`src/rtl/ldets_pkg.sv`:
```
// Constants shared by the LED diagnostics-enable / threshold-select bank.
// Assumes registers are reached as words: byte address = 4 * index.
package ldets_pkg;

    // ==========================================================
    // Register indices and byte addresses
    localparam int          NUM_REGS        = 7;
    localparam logic [7:0]  IDX_DIAG_AB     = 8'h70;
    localparam logic [7:0]  IDX_DIAG_CD     = 8'h71;
    localparam logic [7:0]  IDX_DIAG_EF     = 8'h72;
    localparam logic [7:0]  IDX_DIAG_GH     = 8'h73;
    localparam logic [7:0]  IDX_THSEL_AB    = 8'h74;
    localparam logic [7:0]  IDX_TH_ZERO     = 8'h78;
    localparam logic [7:0]  IDX_TH_ONE      = 8'h79;
    localparam logic [7:0]  SLOT_IDX [NUM_REGS] = '{
        IDX_DIAG_AB, IDX_DIAG_CD, IDX_DIAG_EF, IDX_DIAG_GH,
        IDX_THSEL_AB, IDX_TH_ZERO, IDX_TH_ONE};
    localparam logic [1:0]  ADDR_LSB_PAD    = 2'h0;

    // ==========================================================
    // Slots inside the bank
    localparam int          SLOT_DIAG_AB    = 0;
    localparam int          SLOT_DIAG_GH    = 3;
    localparam int          SLOT_THSEL_AB   = 4;
    localparam int          SLOT_TH_ZERO    = 5;
    localparam int          SLOT_TH_ONE     = 6;

    // ==========================================================
    // Field layout of the channel-group registers
    localparam int          GRP_W           = 3;
    localparam int          LOW_GRP_LSB     = 0;
    localparam int          HIGH_GRP_LSB    = 4;
    localparam logic [7:0]  GRP_REG_MASK    = 8'h77;
    localparam logic [7:0]  REG_RESET_VAL   = 8'h00;
    localparam int          NUM_GROUPS      = 8;
    localparam int          NUM_CHANNELS    = NUM_GROUPS * GRP_W;

    // ==========================================================
    // Bus constants
    localparam logic [31:0] RDATA_UNMAPPED  = 32'h0000_0000;
    localparam logic        HRESP_OKAY      = 1'h0;

endpackage

```
`src/rtl/ldets_nvm_load.sv`:
```
// Sequencer that copies the nonvolatile image into the bank after reset.
// Assumes the memory drives nvmData for nvmAddr in each cycle it raises nvmAck.
module ldets_nvm_load
    import ldets_pkg::*;
(
    // Clock and reset
    input  wire logic        sys_clk,
    input  wire logic        arst_n,
    // Nonvolatile memory port
    output logic             nvmReq,
    output logic [7:0]       nvmAddr,
    input  wire logic        nvmAck,
    input  wire logic [7:0]  nvmData,
    // Bank load port
    output logic             loadWe,
    output logic [2:0]       loadSlot,
    output logic [7:0]       loadData,
    output logic             loadBusy
);

    typedef enum logic [1:0] {
        LD_FETCH = 2'b01,
        LD_DONE  = 2'b10
    } ldets_ld_state_t;

    ldets_ld_state_t state_q, state_d;
    logic [2:0]      slot_q, slot_d;

    // ==========================================================
    // Walk all slots once, one memory word each
    always_comb begin
        state_d = state_q;
        slot_d  = slot_q;
        unique case (state_q)
            LD_FETCH: begin
                if (nvmAck) begin
                    if (slot_q == 3'(NUM_REGS - 1)) begin
                        state_d = LD_DONE;
                    end else begin
                        slot_d = slot_q + 3'h1;
                    end
                end
            end
            LD_DONE: begin
                state_d = LD_DONE;
            end
            default: begin
                state_d = LD_FETCH;
                slot_d  = 3'h0;
            end
        endcase
    end

    always_ff @(posedge sys_clk or negedge arst_n) begin
        if (!arst_n) begin
            state_q <= LD_FETCH;
            slot_q  <= 3'h0;
        end else begin
            state_q <= state_d;
            slot_q  <= slot_d;
        end
    end

    assign loadBusy = (state_q != LD_DONE);
    assign nvmReq   = (state_q == LD_FETCH);
    assign nvmAddr  = SLOT_IDX[slot_q];
    assign loadWe   = nvmReq && nvmAck;
    assign loadSlot = slot_q;
    assign loadData = nvmData;

endmodule // ldets_nvm_load

```
`src/rtl/ldets_ahb_slave.sv`:
```
// AHB-Lite slave front end: writes complete with no wait state, reads
// with one; every data phase stalls while the bank is being loaded.
module ldets_ahb_slave
    import ldets_pkg::*;
(
    // Clock and reset
    input  wire logic        sys_clk,
    input  wire logic        arst_n,
    // AHB-Lite
    input  wire logic        hsel,
    input  wire logic [31:0] haddr,
    input  wire logic [1:0]  htrans,
    input  wire logic        hwrite,
    input  wire logic [31:0] hwdata,
    input  wire logic        hready,
    output logic             hreadyout,
    output logic             hresp,
    output logic [31:0]      hrdata,
    // Bank side
    input  wire logic        busy,
    output logic             regWe,
    output logic [31:0]      regAddr,
    output logic [31:0]      regWdata,
    input  wire logic [31:0] regRdata
);

    logic        dataPhase_q, dataPhase_d;
    logic        write_q,     write_d;
    logic [31:0] addr_q,      addr_d;
    logic        rdReady_q,   rdReady_d;
    logic [31:0] rdata_q,     rdata_d;
    logic        accept;

    // ==========================================================
    // Phase tracking
    assign accept    = hsel && htrans[1] && hready;
    assign hreadyout = !dataPhase_q
                       || (!busy && (write_q || rdReady_q));
    assign regWe     = dataPhase_q && write_q && !busy;
    assign regAddr   = addr_q;
    assign regWdata  = hwdata;
    assign hresp     = HRESP_OKAY;
    assign hrdata    = rdata_q;

    always_comb begin
        dataPhase_d = dataPhase_q;
        write_d     = write_q;
        addr_d      = addr_q;
        rdReady_d   = 1'b0;
        rdata_d     = rdata_q;
        if (dataPhase_q && !write_q && !busy && !rdReady_q) begin
            rdReady_d = 1'b1;
            rdata_d   = regRdata;
        end
        if (hreadyout) begin
            dataPhase_d = 1'b0;
        end
        if (accept) begin
            dataPhase_d = 1'b1;
            write_d     = hwrite;
            addr_d      = haddr;
        end
    end

    always_ff @(posedge sys_clk or negedge arst_n) begin
        if (!arst_n) begin
            dataPhase_q <= 1'b0;
            write_q     <= 1'b0;
            addr_q      <= 32'h0000_0000;
            rdReady_q   <= 1'b0;
            rdata_q     <= 32'h0000_0000;
        end else begin
            dataPhase_q <= dataPhase_d;
            write_q     <= write_d;
            addr_q      <= addr_d;
            rdReady_q   <= rdReady_d;
            rdata_q     <= rdata_d;
        end
    end

endmodule // ldets_ahb_slave

```
`src/rtl/ldets_bank.sv`:
```
// Configuration bank: per-channel diagnostics enables, short-threshold
// selects for groups A and B, and the two short-threshold values.
// Assumes one AHB-Lite master and a nonvolatile memory read port.
//
// Notes on behaviour
// - Word 71h: bits 6..4 enable D2..D0, bits 2..0 enable C2..C0.
// - Word 72h: bits 6..4 enable F2..F0, bits 2..0 enable E2..E0.
// - Word 73h: bits 6..4 enable H2..H0, bits 2..0 enable G2..G0.
// - Enable bits read and write; zero disables, one enables diagnostics.
// - After every reset all writable bits load from nonvolatile memory.
// - Word 74h: bits 6..4 select B2..B0, bits 2..0 select A2..A0.
// - Select bits read and write; zero picks threshold zero, one one.
// - Threshold zero value lives at 78h, threshold one at 79h.
// - Word 70h holds enables for groups A and B, same layout.
//
// The implementer's own choice: the AHB-Lite register port.
module ldets_bank
    import ldets_pkg::*;
#(
    parameter int TH_W = 8
) (
    // Clock and reset
    input  wire logic                    sys_clk,
    input  wire logic                    arst_n,
    // AHB-Lite
    input  wire logic                    hsel,
    input  wire logic [31:0]             haddr,
    input  wire logic [1:0]              htrans,
    input  wire logic                    hwrite,
    input  wire logic [2:0]              hsize,
    input  wire logic [31:0]             hwdata,
    input  wire logic                    hready,
    output logic                         hreadyout,
    output logic                         hresp,
    output logic [31:0]                  hrdata,
    // Nonvolatile memory
    output logic                         nvmReq,
    output logic [7:0]                   nvmAddr,
    input  wire logic                    nvmAck,
    input  wire logic [7:0]              nvmData,
    // Settings towards the diagnostic engine
    output logic [NUM_CHANNELS-1:0]      chanDiagEnable,
    output logic [2*GRP_W-1:0]           chanShortThresholdSelect,
    output logic [TH_W-1:0]              shortThresholdZeroValue,
    output logic [TH_W-1:0]              shortThresholdOneValue,
    output logic                         loadBusy
);

    // ==========================================================
    // Elaboration checks
    if (TH_W < 1 || TH_W > 8) begin : g_bad_width
        $error("TH_W must lie between 1 and 8");
    end

    localparam logic [7:0] TH_MASK = 8'((9'h1 << TH_W) - 9'h1);

    logic [7:0]  regs_q [NUM_REGS];
    logic [7:0]  regs_d [NUM_REGS];
    logic        loadWe;
    logic [2:0]  loadSlot;
    logic [7:0]  loadData;
    logic        regWe;
    logic [31:0] regAddr;
    logic [31:0] regWdata;
    logic [31:0] regRdata;
    logic        hit;
    logic [2:0]  hitSlot;

    // ==========================================================
    // Bus front end and nonvolatile loader
    ldets_ahb_slave ldets_ahb_slave_inst (
        .sys_clk   (sys_clk),
        .arst_n    (arst_n),
        .hsel      (hsel),
        .haddr     (haddr),
        .htrans    (htrans),
        .hwrite    (hwrite),
        .hwdata    (hwdata),
        .hready    (hready),
        .hreadyout (hreadyout),
        .hresp     (hresp),
        .hrdata    (hrdata),
        .busy      (loadBusy),
        .regWe     (regWe),
        .regAddr   (regAddr),
        .regWdata  (regWdata),
        .regRdata  (regRdata)
    );

    ldets_nvm_load ldets_nvm_load_inst (
        .sys_clk  (sys_clk),
        .arst_n   (arst_n),
        .nvmReq   (nvmReq),
        .nvmAddr  (nvmAddr),
        .nvmAck   (nvmAck),
        .nvmData  (nvmData),
        .loadWe   (loadWe),
        .loadSlot (loadSlot),
        .loadData (loadData),
        .loadBusy (loadBusy)
    );

    // ==========================================================
    // Writable-bit mask per slot
    function automatic logic [7:0] slotMask(input int slot);
        if (slot >= SLOT_TH_ZERO) begin
            return TH_MASK;
        end
        return GRP_REG_MASK;
    endfunction

    // ==========================================================
    // Address decode: word index times four
    always_comb begin
        hit     = 1'b0;
        hitSlot = 3'h0;
        for (int s = 0; s < NUM_REGS; s++) begin
            if (regAddr == {22'h0, SLOT_IDX[s], ADDR_LSB_PAD}) begin
                hit     = 1'b1;
                hitSlot = 3'(s);
            end
        end
    end

    // ==========================================================
    // Register storage; sizes other than a word are treated as a word
    always_comb begin
        for (int s = 0; s < NUM_REGS; s++) begin
            regs_d[s] = regs_q[s];
            if (loadWe && loadSlot == 3'(s)) begin
                regs_d[s] = loadData & slotMask(s);
            end
            if (regWe && hit && hitSlot == 3'(s)) begin
                regs_d[s] = regWdata[7:0] & slotMask(s);
            end
        end
    end

    always_ff @(posedge sys_clk or negedge arst_n) begin
        if (!arst_n) begin
            for (int s = 0; s < NUM_REGS; s++) begin
                regs_q[s] <= REG_RESET_VAL;
            end
        end else begin
            for (int s = 0; s < NUM_REGS; s++) begin
                regs_q[s] <= regs_d[s];
            end
        end
    end

    // Read back shows stored bits; reserved bits are stored as zero
    assign regRdata = hit ? {24'h0, regs_q[hitSlot]}
                          : RDATA_UNMAPPED;

    // ==========================================================
    // Channel fan-out: group g sits in word g/2, low or high half
    for (genvar g = 0; g < NUM_GROUPS; g++) begin : g_grp
        localparam int W   = SLOT_DIAG_AB + g / 2;
        localparam int LSB = (g % 2 == 0) ? LOW_GRP_LSB : HIGH_GRP_LSB;
        assign chanDiagEnable[g*GRP_W +: GRP_W] =
            regs_q[W][LSB +: GRP_W];
    end

    assign chanShortThresholdSelect = {
        regs_q[SLOT_THSEL_AB][HIGH_GRP_LSB +: GRP_W],
        regs_q[SLOT_THSEL_AB][LOW_GRP_LSB +: GRP_W]};
    assign shortThresholdZeroValue =
        regs_q[SLOT_TH_ZERO][TH_W-1:0];
    assign shortThresholdOneValue  =
        regs_q[SLOT_TH_ONE][TH_W-1:0];

endmodule // ldets_bank

```
`config.mk`:
```
export PLATFORM = sky130hd
export DESIGN_NAME = ldets_bank
export DESIGN_NICKNAME = d
export VERILOG_FILES = /design/src/rtl/ldets_pkg.sv /design/src/rtl/ldets_nvm_load.sv /design/src/rtl/ldets_ahb_slave.sv /design/src/rtl/ldets_bank.sv
export SDC_FILE = /design/constraint.sdc
export NUM_CORES = 1
export LEC_CHECK = 0
export BUFFER_PORTS_ARGS = -buffer_cell sky130_fd_sc_hd__buf_2
export CELL_PAD_IN_SITES_DETAIL_PLACEMENT = 2
export CELL_PAD_IN_SITES_GLOBAL_PLACEMENT = 2
export CORE_ASPECT_RATIO = 0.9
export CORE_MARGIN = 5
export CORE_UTILIZATION = 34
export CTS_CLUSTER_DIAMETER = 30
export CTS_CLUSTER_SIZE = 24
export DETAILED_ROUTE_END_ITERATION = 10
export GPL_TIMING_DRIVEN = 0
export PLACE_DENSITY_LB_ADDON = 0.1
export SYNTH_ARGS = -nofsm -noshare
export SYNTH_HDL_FRONTEND = slang
export SYNTH_SLANG_ARGS = --single-unit
```
`constraint.sdc`:
```
create_clock -name sys_clk -period 4 [get_ports sys_clk]
set_input_delay 0.2 -clock sys_clk [delete_from_list [all_inputs] [get_ports sys_clk]]
set_output_delay 0.2 -clock sys_clk [all_outputs]
set_load 0.02 [all_outputs]
```
==> impl_metrics.prom <==
# TYPE chip_impl_metric gauge
chip_impl_metric{name="route.detailed.drc",unit=""} 0
chip_impl_metric{name="synth_register_bits",unit=""} 94
chip_impl_metric{name="finalWeightedCongestion",unit=""} 0.837
chip_impl_metric{name="worst_skew_pair.late_latency",unit="ps"} 350
chip_impl_info{name="end_kind",value="register"} 1
chip_impl_metric{name="setup_violations",unit=""} 0
chip_impl_metric{name="worstPathArrival",unit="ps"} 3020
chip_impl_metric{name="track_usage",unit="%"} 21.1
chip_impl_metric{name="fin_crit_sh",unit="%"} 69.8
chip_impl_metric{name="routing_usage_on_met3",unit="%"} 4.79
chip_impl_metric{name="die_height",unit="microns"} 129
chip_impl_metric{name="setup_tns",unit="ps"} 0
chip_impl_metric{name="post_drt_via_cell_ratio",unit=""} 5.27
chip_impl_metric{name="synthesis.area",unit="sq um"} 5350
chip_impl_info{name="grt_most_used_layer",value="met2"} 1
chip_impl_metric{name="tightestPinTransition",unit="ps"} 946
chip_impl_metric{name="final_period_minus_worst_setup_slack",unit="ps"} 2790
chip_impl_metric{name="core_area",unit="sq um"} 15400
chip_impl_metric{name="start_util",unit="%"} 34.6
chip_impl_info{name="run_status",value="finished clean"} 1
chip_impl_metric{name="num-nets-final",unit=""} 750
chip_impl_metric{name="cts_max_level",unit=""} 3
chip_impl_info{name="grt_setup_unrepaired",value="no"} 1
chip_impl_info{name="timing.hold.worst.class",value="in2reg"} 1
chip_impl_metric{name="irDropWorstVdd",unit="mV"} 0.204
chip_impl_metric{name="yosys.cell_types.count",unit=""} 64
chip_impl_metric{name="finalPower",unit="mW"} 2.60
chip_impl_metric{name="cts_buffers",unit=""} 9
chip_impl_metric{name="final.fill_count",unit=""} 1689
chip_impl_metric{name="synth.yosys.seq_area_share",unit="%"} 44.0
chip_impl_metric{name="cts_resized",unit=""} 0
chip_impl_metric{name="grt_overflow_total",unit=""} 0
chip_impl_metric{name="critPathRequiredTime",unit="ps"} 4230
chip_impl_metric{name="grt_antenna_before_repair",unit=""} 0
chip_impl_info{name="tritoncts",value="done"} 1
chip_impl_metric{name="die-area",unit="sq um"} 18300
chip_impl_metric{name="drv_slew",unit=""} 0
chip_impl_metric{name="grt_first_pass_wirelength",unit="microns"} 29300
chip_impl_metric{name="final_design_area_no_fill",unit="sq um"} 6610
chip_impl_metric{name="grt.met2_usage",unit="%"} 35.6
chip_impl_metric{name="routed_wire_length_per_instance",unit="microns"} 21.7
chip_impl_metric{name="fin_skew",unit="ps"} 7.86
chip_impl_metric{name="grt_util_met1",unit="%"} 26.9
chip_impl_metric{name="rows",unit=""} 43
chip_impl_metric{name="number_of_synthesized_flops_with_an_enable_pin",unit=""} 0
chip_impl_info{name="most-common-layout-cells",value="120 x buf_2, 93 x dfrtp_1, 53 x mux2_2, 46 x nor2_1, 44 x mux2i_1"} 1
chip_impl_metric{name="syn-mean-instance-area",unit="sq um"} 10.6
chip_impl_metric{name="cts.sink_count",unit=""} 94
chip_impl_metric{name="ant_nets",unit=""} 0
chip_impl_metric{name="final_core_util",unit="%"} 42.8
chip_impl_metric{name="grt_pass1_vias",unit=""} 5105
chip_impl_metric{name="area_grow_syn2layout",unit="%"} 23.6
chip_impl_metric{name="floorplan.io_pins",unit=""} 173
chip_impl_metric{name="clockBufferDepth",unit=""} 2
chip_impl_info{name="cp-start-kind",value="register"} 1
chip_impl_metric{name="leakagePower",unit="nW"} 3.34
chip_impl_metric{name="count_of_tritonroute_iterations_in_the_first_routing_pass",unit=""} 4
chip_impl_info{name="crit_type",value="reg2reg"} 1
chip_impl_metric{name="portBuffers",unit=""} 115
chip_impl_metric{name="synthesis.instances",unit=""} 504
chip_impl_metric{name="chipWidth",unit="microns"} 142
chip_impl_metric{name="critical_path.max_fanout",unit=""} 10
chip_impl_info{name="most_common_cell_after_layout_fill_and_taps_aside",value="buf_2"} 1
chip_impl_metric{name="n_antenna_cell",unit=""} 0
chip_impl_metric{name="dp_hpwl",unit="microns"} 14000
chip_impl_metric{name="yosys_warnings",unit=""} 0
chip_impl_metric{name="final-seq-area",unit="sq um"} 2350
chip_impl_metric{name="timing.max_cap.violations",unit=""} 0
chip_impl_metric{name="post-cts-setup-buffer-count",unit=""} 0
chip_impl_metric{name="drt_first_iter_violations",unit=""} 112
chip_impl_metric{name="placed_area",unit="sq um"} 6300
chip_impl_metric{name="dr_vias",unit=""} 4550
chip_impl_info{name="clock_tree.root_cell",value="clkbuf_16"} 1
chip_impl_metric{name="hold_viol_final",unit=""} 0
chip_impl_metric{name="post_route_cells_drive_above_1_share",unit="%"} 39.0
chip_impl_metric{name="relSlewSlack",unit="%"} 36.7
chip_impl_metric{name="clock_input_transition_at_the_sequential_cells_of_the_worst_setup_and_hold_paths",unit="ps"} 60
chip_impl_metric{name="multiInputGateArea",unit="sq um"} 2690
chip_impl_info{name="post_synth_top_flop",value="dfrtp_1"} 1
chip_impl_metric{name="power.density_cell_area",unit="nW/um^2"} 393
chip_impl_metric{name="ys_async_sr_fraction",unit="%"} 100
chip_impl_metric{name="grt_start_max_net_pins",unit=""} 49
chip_impl_metric{name="drt_wl_total",unit="microns"} 18800
chip_impl_metric{name="fmaxAchievable",unit="GHz"} 0.358
[worst paths after layout]
check                                            startpoint  cells after the start                                to  slack (ps)
max                        ldets_ahb_slave_inst.regAddr[11]                      7         shortThresholdOneValue[7]        1210
min                                               haddr[26]                      2  ldets_ahb_slave_inst.regAddr[26]          80
max reg2reg                ldets_ahb_slave_inst.regAddr[11]                      7         shortThresholdOneValue[7]        1210
min reg2reg                  ldets_ahb_slave_inst.hrdata[7]                      2    ldets_ahb_slave_inst.hrdata[7]         480
max in group asynchronous                            arst_n                      3         shortThresholdOneValue[7]        2910
min in group asynchronous                            arst_n                      2   ldets_nvm_load_inst.loadSlot[0]         410
[synthesized netlist by cell type (all sizes together) (2+ instances only)]
cell type | number | area share (%)
mux2 | 56 | 12
nor2b | 2 | 0.23
or4 | 2 | 0.42
dfrtp | 93 | 44
and3 | 4 | 0.47
nor4 | 5 | 1.1
or2 | 2 | 0.28
mux2i | 44 | 8.2
nor2 | 52 | 4.0
ha | 8 | 1.9
o21ai | 6 | 0.56
a21oi | 46 | 4.9
nand3 | 11 | 1.2
clkbuf | 11 | 0.96
a211o | 5 | 0.94
a211oi | 3 | 0.51
o221ai | 5 | 0.82
inv | 15 | 1.1
nand2b | 3 | 0.35
buf | 40 | 5.4
and2 | 2 | 0.23
nor3 | 3 | 0.59
a221oi | 5 | 0.82
a221o | 4 | 0.75
o31ai | 2 | 0.28
conb | 2 | 0.14
a22oi | 4 | 0.56
o22ai | 7 | 0.82
nand2 | 34 | 2.4
and4 | 2 | 0.33
nand4 | 9 | 1.3
[power by group]
part	leakage (nW)	switching (mW)	internal, mW	total, mW
combinational	2.08	0.343	0.238	0.581
sequential	1.12	0.0889	1.06	1.15
clock	0.147	0.362	0.500	0.862
[state kept, by name, summed over array words and instances (netlist names)]
name	cells
ldets_ahb_slave_inst.hrdata	8
ldets_nvm_load_inst.loadSlot	3
ldets_ahb_slave_inst.dataPhase_q	1
ldets_ahb_slave_inst.rdReady_q	1
chanDiagEnable	24
shortThresholdOneValue	8
ldets_ahb_slave_inst.regAddr	32
chanShortThresholdSelect	6
ldets_ahb_slave_inst.write_q	1
ldets_nvm_load_inst.state_q	2
shortThresholdZeroValue	8
[timing repair]
action	4_1_cts	5_1_grt
endpoints found under the setup margin	0	0
endpoints found under the hold margin	46	0
hold buffers	1	0
[cells by family (layout without fill, tap and decap cells)]
kind of cell,after synthesis,count (layout),share of synthesized area (%)
AND/OR/NAND/NOR,137,137,14.0
multiplexers,100,100,20.0
AO/OA/AOI/OAI,96,96,12.4
flip-flops,94,94,44.0
buffers and inverters,67,198,7.61
adder cells (fa/ha/maj),8,8,1.87
other,2,29,0.141
[critical path: stages (launching register included)]
cell and delay (ps):
dfrtp_1 390, nor4b_1 440, nand4_1 390, nor3_4 420, nand4_2 440, buf_2 390, nor2_1 160, a21oi_2 40
[metal layers]
layer	wire [microns]	vias to the layer above
li1	-	2070
met1	8120	2338
met2	9160	120
met3	1150	22
met4	327	0
met5	0	-
[final cells by class]
cell class,instances,share of cell area [%]
inverter,15,0.852
timing repair buffer,117,9.31
sequential,94,35.6
clock buffer,14,4.45
tap,202,3.82
buffer,52,5.30
multi-input combinational,370,40.6
[per-stage QoR]
step / std cells / worst slack (ps) / hold slack, ps
floorplan: 531 / 1900 / -95.6
global placement: 848 / 1350 / 433
detailed placement: 849 / 1290 / 276
CTS: 864 / 1210 / 68.0
global route: 864 / 1140 / 70.8
finish: 864 / 1210 / 82.1
Power figures use the tool's default switching activity.
